===== src/logic/rrit_consts.svh =====
// Constants for the ROM, RAM, I/O and interval timer block.
// Assumes inclusion by bare name from the top module.
`ifndef RRIT_CONSTS_SVH
`define RRIT_CONSTS_SVH

// ----------------------------------------------------------------
// Memory sizes
// ----------------------------------------------------------------
`define RRIT_ROM_DEPTH   1024
`define RRIT_RAM_DEPTH   64
`define RRIT_RAM_AW      6

// ----------------------------------------------------------------
// Address bit positions inside the I/O-timer group
// ----------------------------------------------------------------
`define RRIT_A_TIMER     2
`define RRIT_A_IRQ_EN    3
`define RRIT_A_FLAG_RD   0

// ----------------------------------------------------------------
// Port register codes on A1..A0
// ----------------------------------------------------------------
`define RRIT_REG_PA_OUT  2'h0
`define RRIT_REG_PA_DIR  2'h1
`define RRIT_REG_PB_OUT  2'h2
`define RRIT_REG_PB_DIR  2'h3

// ----------------------------------------------------------------
// Timer figures
// ----------------------------------------------------------------
`define RRIT_PRE_MASK_1    10'h000
`define RRIT_PRE_MASK_8    10'h007
`define RRIT_PRE_MASK_64   10'h03F
`define RRIT_PRE_MASK_1024 10'h3FF
`define RRIT_CNT_ZERO      8'h00
`define RRIT_CNT_WRAP      8'hFF
`define RRIT_CNT_FLOOR     8'h01
`define RRIT_FLAG_BIT      7

// ----------------------------------------------------------------
// Port B bits with a second role
// ----------------------------------------------------------------
`define RRIT_PB_IRQ      7
`define RRIT_PB_SEL1     6
`define RRIT_PB_SEL2     5

// ----------------------------------------------------------------
// Reset values and default decode masks {RS,SEL1,SEL2,A9,A8,A7,A6}
// ----------------------------------------------------------------
`define RRIT_BYTE_RST    8'h00
`define RRIT_PRE_RST     10'h000
`define RRIT_ROM_CARE    7'h40
`define RRIT_ROM_MATCH   7'h40
`define RRIT_RAM_CARE    7'h4F
`define RRIT_RAM_MATCH   7'h00
`define RRIT_IO_CARE     7'h4F
`define RRIT_IO_MATCH    7'h08

`endif


===== src/logic/rrit_pkg.sv =====
// Types for the ROM, RAM, I/O and interval timer block.
// Assumes the constants header sits beside it.
package rrit_pkg;
    typedef logic [7:0] rrit_byte_t;
    typedef logic [9:0] rrit_addr_t;
    typedef logic [6:0] rrit_dec_t;
    // Interval length chosen by A1..A0 on a timer write
    typedef enum logic [1:0] {
        RRIT_DIV_1,
        RRIT_DIV_8,
        RRIT_DIV_64,
        RRIT_DIV_1024
    } rrit_div_e;
endpackage


===== src/logic/rrit_top.sv =====
// ROM, RAM, two I/O ports and an interval timer behind a byte bus.
// Assumes address, R/W and data come from a processor on SYS_CLK;
// every enabled clock is one bus cycle. Port pins are asynchronous.
`timescale 1ns/1ps
`default_nettype none
`include "rrit_consts.svh"

module rrit_top #(
    parameter logic              SEL1_IS_SELECT = 1'b0,
    parameter logic              SEL2_IS_SELECT = 1'b0,
    parameter rrit_pkg::rrit_dec_t ROM_CARE     = `RRIT_ROM_CARE,
    parameter rrit_pkg::rrit_dec_t ROM_MATCH    = `RRIT_ROM_MATCH,
    parameter rrit_pkg::rrit_dec_t RAM_CARE     = `RRIT_RAM_CARE,
    parameter rrit_pkg::rrit_dec_t RAM_MATCH    = `RRIT_RAM_MATCH,
    parameter rrit_pkg::rrit_dec_t IO_CARE      = `RRIT_IO_CARE,
    parameter rrit_pkg::rrit_dec_t IO_MATCH     = `RRIT_IO_MATCH
) (
    input  wire logic                 SYS_CLK,
    input  wire logic                 ARST_N,
    input  wire logic                 CLK_EN,
    input  wire rrit_pkg::rrit_addr_t ADDR,
    input  wire logic                 ROM_SELECT_LINE,
    input  wire logic                 RW,
    input  wire rrit_pkg::rrit_byte_t DATA_IN,
    output logic [7:0]                DATA_OUT,
    output logic                      DATA_OE,
    input  wire rrit_pkg::rrit_byte_t PA_IN,
    output logic [7:0]                PA_OUT,
    output logic [7:0]                PA_OE,
    input  wire rrit_pkg::rrit_byte_t PB_IN,
    output logic [7:0]                PB_OUT,
    output logic [7:0]                PB_OE
);
    import rrit_pkg::*;

    // ------------------------------------------------------------
    // Storage
    // ------------------------------------------------------------
    rrit_byte_t ram_mem [`RRIT_RAM_DEPTH];
    rrit_byte_t pa_dir_q, pa_out_q, pb_dir_q, pb_out_q;
    rrit_byte_t pa_s1_q, pa_s2_q, pb_s1_q, pb_s2_q;
    rrit_byte_t cnt_q, cnt_d;
    logic [9:0] pre_q, pre_d;
    rrit_div_e  div_q, div_d;
    logic       flag_q, flag_d;
    logic       irq_en_q, irq_en_d;
    rrit_byte_t dout_q, dout_d;
    logic       doe_q;

    // ------------------------------------------------------------
    // Address decode
    // ------------------------------------------------------------
    wire        sel1_pin = PB_IN[`RRIT_PB_SEL1];
    wire        sel2_pin = PB_IN[`RRIT_PB_SEL2];
    wire rrit_dec_t dec_key = {ROM_SELECT_LINE, sel1_pin, sel2_pin, ADDR[9:6]};
    // Selects masked as port bits take no part in the decode
    wire rrit_dec_t sel_keep = {1'b1, SEL1_IS_SELECT, SEL2_IS_SELECT, 4'hF};

    wire rom_hit = ((dec_key ^ ROM_MATCH) & ROM_CARE & sel_keep) == 7'h00;
    wire ram_hit = !rom_hit && ((dec_key ^ RAM_MATCH) & RAM_CARE & sel_keep) == 7'h00;
    wire io_hit  = !rom_hit && !ram_hit && ((dec_key ^ IO_MATCH) & IO_CARE & sel_keep) == 7'h00;

    wire tmr_hit  = io_hit && ADDR[`RRIT_A_TIMER];
    wire port_hit = io_hit && !ADDR[`RRIT_A_TIMER];
    wire [1:0] reg_code = ADDR[1:0];
    wire port_wr  = port_hit && !RW;
    wire tmr_wr   = tmr_hit && !RW;
    // A0 picks count or flag on reads
    wire cnt_rd   = tmr_hit && RW && !ADDR[`RRIT_A_FLAG_RD];
    wire flag_rd  = tmr_hit && RW && ADDR[`RRIT_A_FLAG_RD];
    wire any_rd   = RW && (rom_hit || ram_hit || io_hit);

    // ------------------------------------------------------------
    // ROM pattern
    // ------------------------------------------------------------
    // Stand-in for the mask pattern; swap the function body per part
    function automatic rrit_byte_t rom_byte(input rrit_addr_t a);
        rom_byte = a[7:0] ^ {6'h00, a[9:8]};
    endfunction

    // ------------------------------------------------------------
    // Read data selection
    // ------------------------------------------------------------
    // pins for inputs, register bits for outputs
    wire rrit_byte_t pa_view = (pa_dir_q & pa_out_q) | (~pa_dir_q & pa_s2_q);
    wire rrit_byte_t pb_view = (pb_dir_q & pb_out_q) | (~pb_dir_q & pb_s2_q);
    wire rrit_byte_t flag_byte = {flag_q, 7'h00};
    wire rrit_byte_t port_byte =
        (reg_code == `RRIT_REG_PA_OUT) ? pa_view :
        (reg_code == `RRIT_REG_PA_DIR) ? pa_dir_q :
        (reg_code == `RRIT_REG_PB_OUT) ? pb_view : pb_dir_q;
    assign dout_d = rom_hit  ? rom_byte(ADDR) :
                    ram_hit  ? ram_mem[ADDR[`RRIT_RAM_AW-1:0]] :
                    port_hit ? port_byte :
                    flag_rd  ? flag_byte : cnt_q;

    // ------------------------------------------------------------
    // Timer next state
    // ------------------------------------------------------------
    wire [9:0] pre_mask = (div_q == RRIT_DIV_1)  ? `RRIT_PRE_MASK_1 :
                          (div_q == RRIT_DIV_8)  ? `RRIT_PRE_MASK_8 :
                          (div_q == RRIT_DIV_64) ? `RRIT_PRE_MASK_64 : `RRIT_PRE_MASK_1024;
    wire       tick     = (pre_q & pre_mask) == pre_mask;
    // Zero reached: the next clock is the interrupting count
    wire       fire     = !flag_q && (cnt_q == `RRIT_CNT_ZERO);

    // Countdown, flag and routing
    always_comb begin
        cnt_d    = cnt_q;
        pre_d    = pre_q + 10'h001;
        div_d    = div_q;
        flag_d   = flag_q;
        irq_en_d = irq_en_q;
        if (tmr_wr) begin
            // count from data, interval from A1A0
            cnt_d    = DATA_IN;
            div_d    = rrit_div_e'(ADDR[1:0]);
            pre_d    = `RRIT_PRE_RST;
            flag_d   = 1'b0;
            irq_en_d = ADDR[`RRIT_A_IRQ_EN];
        end else begin
            if (flag_q) begin
                // one clock rate, floor at minus 255
                if (cnt_q != `RRIT_CNT_FLOOR) begin
                    cnt_d = cnt_q - 8'h01;
                end
            end else if (fire) begin
                // wrap to all ones and flag
                cnt_d = `RRIT_CNT_WRAP;
            end else if (tick) begin
                cnt_d = cnt_q - 8'h01;
            end
            if (cnt_rd) begin
                // routing from A3 on count reads too
                irq_en_d = ADDR[`RRIT_A_IRQ_EN];
                flag_d   = 1'b0;
            end
            // setting wins over a same-cycle read
            if (fire) begin
                flag_d = 1'b1;
            end
        end
    end

    // ------------------------------------------------------------
    // Pin synchronisers
    // ------------------------------------------------------------
    // Two stages; only the second feeds read data
    always_ff @(posedge SYS_CLK or negedge ARST_N) begin
        if (!ARST_N) begin
            pa_s1_q <= `RRIT_BYTE_RST;
            pa_s2_q <= `RRIT_BYTE_RST;
            pb_s1_q <= `RRIT_BYTE_RST;
            pb_s2_q <= `RRIT_BYTE_RST;
        end else if (CLK_EN) begin
            pa_s1_q <= PA_IN;
            pa_s2_q <= pa_s1_q;
            pb_s1_q <= PB_IN;
            pb_s2_q <= pb_s1_q;
        end
    end

    // ------------------------------------------------------------
    // Port registers
    // ------------------------------------------------------------
    // reset clears all four
    always_ff @(posedge SYS_CLK or negedge ARST_N) begin
        if (!ARST_N) begin
            pa_out_q <= `RRIT_BYTE_RST;
            pa_dir_q <= `RRIT_BYTE_RST;
            pb_out_q <= `RRIT_BYTE_RST;
            pb_dir_q <= `RRIT_BYTE_RST;
        end else if (CLK_EN && port_wr) begin
            if (reg_code == `RRIT_REG_PA_OUT) begin
                pa_out_q <= DATA_IN;
            end else if (reg_code == `RRIT_REG_PA_DIR) begin
                pa_dir_q <= DATA_IN;
            end else if (reg_code == `RRIT_REG_PB_OUT) begin
                pb_out_q <= DATA_IN;
            end else begin
                pb_dir_q <= DATA_IN;
            end
        end
    end

    // ------------------------------------------------------------
    // Timer registers
    // ------------------------------------------------------------
    // interrupt routing off after reset
    always_ff @(posedge SYS_CLK or negedge ARST_N) begin
        if (!ARST_N) begin
            cnt_q    <= `RRIT_BYTE_RST;
            pre_q    <= `RRIT_PRE_RST;
            div_q    <= RRIT_DIV_1;
            flag_q   <= 1'b0;
            irq_en_q <= 1'b0;
        end else if (CLK_EN) begin
            cnt_q    <= cnt_d;
            pre_q    <= pre_d;
            div_q    <= div_d;
            flag_q   <= flag_d;
            irq_en_q <= irq_en_d;
        end
    end

    // ------------------------------------------------------------
    // RAM array
    // ------------------------------------------------------------
    // No reset: contents are undefined at power-up, as in static RAM
    always_ff @(posedge SYS_CLK) begin
        if (CLK_EN && ram_hit && !RW) begin
            ram_mem[ADDR[`RRIT_RAM_AW-1:0]] <= DATA_IN;
        end
    end

    // ------------------------------------------------------------
    // Data bus drive
    // ------------------------------------------------------------
    // drive only the cycle after an addressed read
    always_ff @(posedge SYS_CLK or negedge ARST_N) begin
        if (!ARST_N) begin
            dout_q <= `RRIT_BYTE_RST;
            doe_q  <= 1'b0;
        end else if (CLK_EN) begin
            dout_q <= any_rd ? dout_d : `RRIT_BYTE_RST;
            doe_q  <= any_rd;
        end
    end

    assign DATA_OUT = dout_q;
    assign DATA_OE  = doe_q;

    // ------------------------------------------------------------
    // Port pins
    // ------------------------------------------------------------
    // direction one drives register bit, except select pins and port B bit 7 while the interrupt pulls it low
    // direction zero leaves the line to its pull-up, except port B bit 7 while the interrupt pulls it low
    assign PA_OUT = pa_out_q;
    assign PA_OE  = pa_dir_q;

    wire irq_drive = flag_q && irq_en_q;
    // a select pin never drives as a port bit
    wire rrit_byte_t pb_keep = {1'b1, !SEL1_IS_SELECT, !SEL2_IS_SELECT, 5'h1F};

    genvar gi;
    generate
        for (gi = 0; gi < 8; gi++) begin : g_pb
            if (gi == `RRIT_PB_IRQ) begin : g_irq
                assign PB_OUT[gi] = irq_drive ? 1'b0 : pb_out_q[gi];
                assign PB_OE[gi]  = irq_drive || pb_dir_q[gi];
            end else begin : g_io
                assign PB_OUT[gi] = pb_out_q[gi];
                assign PB_OE[gi]  = pb_dir_q[gi] && pb_keep[gi];
            end
        end
    endgenerate

endmodule // rrit_top
`default_nettype wire


===== config.mk =====
export PLATFORM = sky130hd
export DESIGN_NAME = rrit_top
export DESIGN_NICKNAME = d
export VERILOG_FILES = /design/src/logic/rrit_pkg.sv /design/src/logic/rrit_top.sv
export VERILOG_INCLUDE_DIRS = /design/src /design/src/logic
export SDC_FILE = /design/constraint.sdc
export NUM_CORES = 1
export LEC_CHECK = 0
export ABC_AREA = 1
export BUFFER_PORTS_ARGS = -buffer_cell sky130_fd_sc_hd__buf_2
export CELL_PAD_IN_SITES_DETAIL_PLACEMENT = 0
export CELL_PAD_IN_SITES_GLOBAL_PLACEMENT = 2
export CORE_MARGIN = 2
export CORE_UTILIZATION = 30
export DETAILED_ROUTE_END_ITERATION = 10
export PLACE_DENSITY = 0.73
export REMOVE_ABC_BUFFERS = 1
export SLEW_MARGIN = 20
export SYNTH_ARGS = -nofsm -noshare
export SYNTH_HDL_FRONTEND = slang
export SYNTH_SLANG_ARGS = --single-unit

===== constraint.sdc =====
create_clock -name SYS_CLK -period 3.6 [get_ports SYS_CLK]
set_input_delay 0.72 -clock SYS_CLK [delete_from_list [all_inputs] [get_ports SYS_CLK]]
set_output_delay 0.72 -clock SYS_CLK [all_outputs]
set_load 0.1 [all_outputs]

==> metrics <==
final number of max-transition violations=0; Clock Skews=0.03397 ns; combinational share of power=10.0%; Initial Utilization=30.15%; Synth Register Bits=607; Tot Pwr=~17 mW; kind of critical path=register to output pin; fin crit period=2.550 ns; Site Rows=112; Crit. End Element=output pin; Cell Area, Synth=about 0.028 mm²; Reg2Reg Depth=11; Antenna Nets Post-Route=0; maximum vdd drop=0.3941 mV; required time of the critical path=2.88 ns; Crit. path cell count=3; Clock Tree Buf Depth=3; Overflow after GRT=0; commonest non-fill, non-tap cell in the layout=nand2_1; DR pass1 iterations=5; net switching power=4.288 mW; H-tree depth=3; Fin Setup TNS=0 ns; Hold Buf Count CTS=0; ys flop type=edfxtp_1; Final Hold Viols=0; post-synth cell types=44; share of layout cells above drive strength 1=10.58%; Die W=309.6 µm; share of power burned in registers=47.9%; WL per Instance=18.56 µm; Final Cycle Share=70.83%; Post-CTS Setup Bufs=0; worst-path cell chain=nand2_1 -> and2_1 -> buf_2; gpl congestion=0.8136; cts bufs inserted=slightly above 70; Startpoint Class=register; Synth async-reset ratio=15.65%; vias in the first global route=19,530; Routed WL=83.96 mm; slew margin rel.=roughly two fifths; Post-CTS Resized=0; commonest non-fill, non-tap cells in the layout=nand2_1, edfxtp_1, inv_1; CTS tree=yes; nets=roughly 3,300; Synth warnings=0; detailed placement HPWL=53.79 mm; root buffer cell=clkbuf_16; number of synthesized flops with an enable pin=between 500 and 600; gr usage total=17.76%; Worst EP arrival=1.83 ns; Die Area=0.09584 mm²; clock share of power=around 42%; syn avg cell area=9.098 µm²; Buffers & Inverters on Critical Path=1; post-synthesis sequential area ratio=63.37%; Max Cap Violations=0; first-pass GRT wire length=roughly 130 mm; Core ar.=0.09291 mm²; Die H=309.6 µm; area delta synth->final=16.24%; port bufs=79; # clock sinks=607; largest net degree at the start of global routing=99; P per Cell Area=508.9 mW/mm²; drt initial violations=1,401; slowest CP cell=dfrtp_1; Hold Path Class=input port to async pin; crit-path max cell delay=0.44 ns; final core utilization=35.05%; status=completed; FMAX=0.3922 GHz; Crit path max-delay family=flip-flops; Least-Margin Pin Slew=0.9124 ns; Ant. Diodes=0; Sw Share=between 20% and 30%; CP max FO=5; # setup viols final=0; RSZ-0062 raised after global routing=no; Post-Syn Instances=3,079; insertion delay to the later sink of the worst-skew pair=0.63 ns; Int Pwr=approximately 12 mW; P_leak=15.19 nW; initial antenna violation count=3; vias per cell=4.356; vias post-DR=19,710; boundary pin count=80; DRC=0; CTS clk-pin slew, worst paths=0.06 ns
==> cells in the mapped netlist (all sizes together), types with 19 or more instances <==
cell type,instances,area (µm²)
nand2,1436,5415
edfxtp,512,15370
inv,450,1689
nor2,176,691.9
dfrtp,95,2377
buf,91,489.2
o21ai,77,419.2
nand3,71,447.9
clkbuf,42,157.7
a21oi,34,170.2
o21bai,28,210.2
nor3,19,151.4
==> state kept, by name, indices dropped and copies added, names as in the netlist <==
signal    cells
DATA_OE       1
DATA_OUT      8
PA_OE         8
PA_OUT        8
cnt_q         8
div_q         2
flag_q        1
irq_en_q      1
pa_s1_q       8
pa_s2_q       8
pb_dir_q      8
pb_out_q      8
pb_s1_q       8
pb_s2_q       8
pre_q        10
ram_mem     512
==> final timing paths <==
path / start / to / slack (ns)
worst max-delay path: flag_q$_DFFE_PN0P_ / PB_OUT[7] / 1.05
worst min-delay path: ARST_N / pb_s1_q[2]$_DFFE_PN0P_ / 0.12
worst max register to register: cnt_q[0]$_DFFE_PN0P_ / cnt_q[2]$_DFFE_PN0P_ / 1.49
worst min register to register: pb_s1_q[2]$_DFFE_PN0P_ / pb_s1_q[2]$_DFFE_PN0P_ / 0.47
max in group asynchronous: ARST_N / pa_s1_q[1]$_DFFE_PN0P_ / 2.75
min in group SYS_CLK: PB_IN[3] / pb_s1_q[3]$_DFFE_PN0P_ / 0.30
==> final cells by class <==
| class | count | area, µm² |
|---|---|---|
| clock buffer | 90 | 1879 |
| clock inverter | 36 | 322.8 |
| fill | 9560 | 60350 |
| inverter | 456 | 1727 |
| multi-input combinational | 1883 | 7898 |
| sequential | 607 | 17750 |
| tap | 1254 | 1569 |
| timing repair buffer | 198 | 1416 |
==> cells by family after synthesis <==
logic type,synth area share [%]
and+or+nand+nor,24.49
adders and majority gates,0.2680
DFF,63.37
AOI/OAI and AO/OA,3.345
xor gates and xnor gates,0.09381
buffers and inverters,8.437
==> per-stage QoR <==
step	setup WS, ns	area (µm²)	hold slack, ns	cells
global placement	0.5275	30360	0.4560	4398
floorplan	-0.8116	27370	0.4244	2946
finish	1.050	32560	0.1229	4524
global route	0.9515	32560	0.1505	4524
CTS	0.9899	32560	0.1195	4524
detailed placement	0.5104	30360	0.4608	4398
==> routing by layer <==
layer / vias up / track usage, % / wire length [µm]
li1: 9843 / - / -
met5: - / 0 / 0
met1: 9413 / 24.03 / 38990
met4: 0 / 5.678 / 2105
met2: 343 / 29.52 / 39810
met3: 107 / 2.309 / 3053
==> power groups by stage <==
stage / logic (mW) / registers [mW] / clock network [mW]
6_report: 1.65 / 7.94 / 6.98
5_1_grt: 1.85 / 7.95 / 7.42
4_1_cts: 1.68 / 7.93 / 7.15
3_5_place_dp: 1.68 / 8.08 / 0
3_3_place_gp: 1.69 / 8.08 / 0
2_1_floorplan: 0.831 / 8.17 / 0
Note: power is estimated with default switching activity, not from simulation.
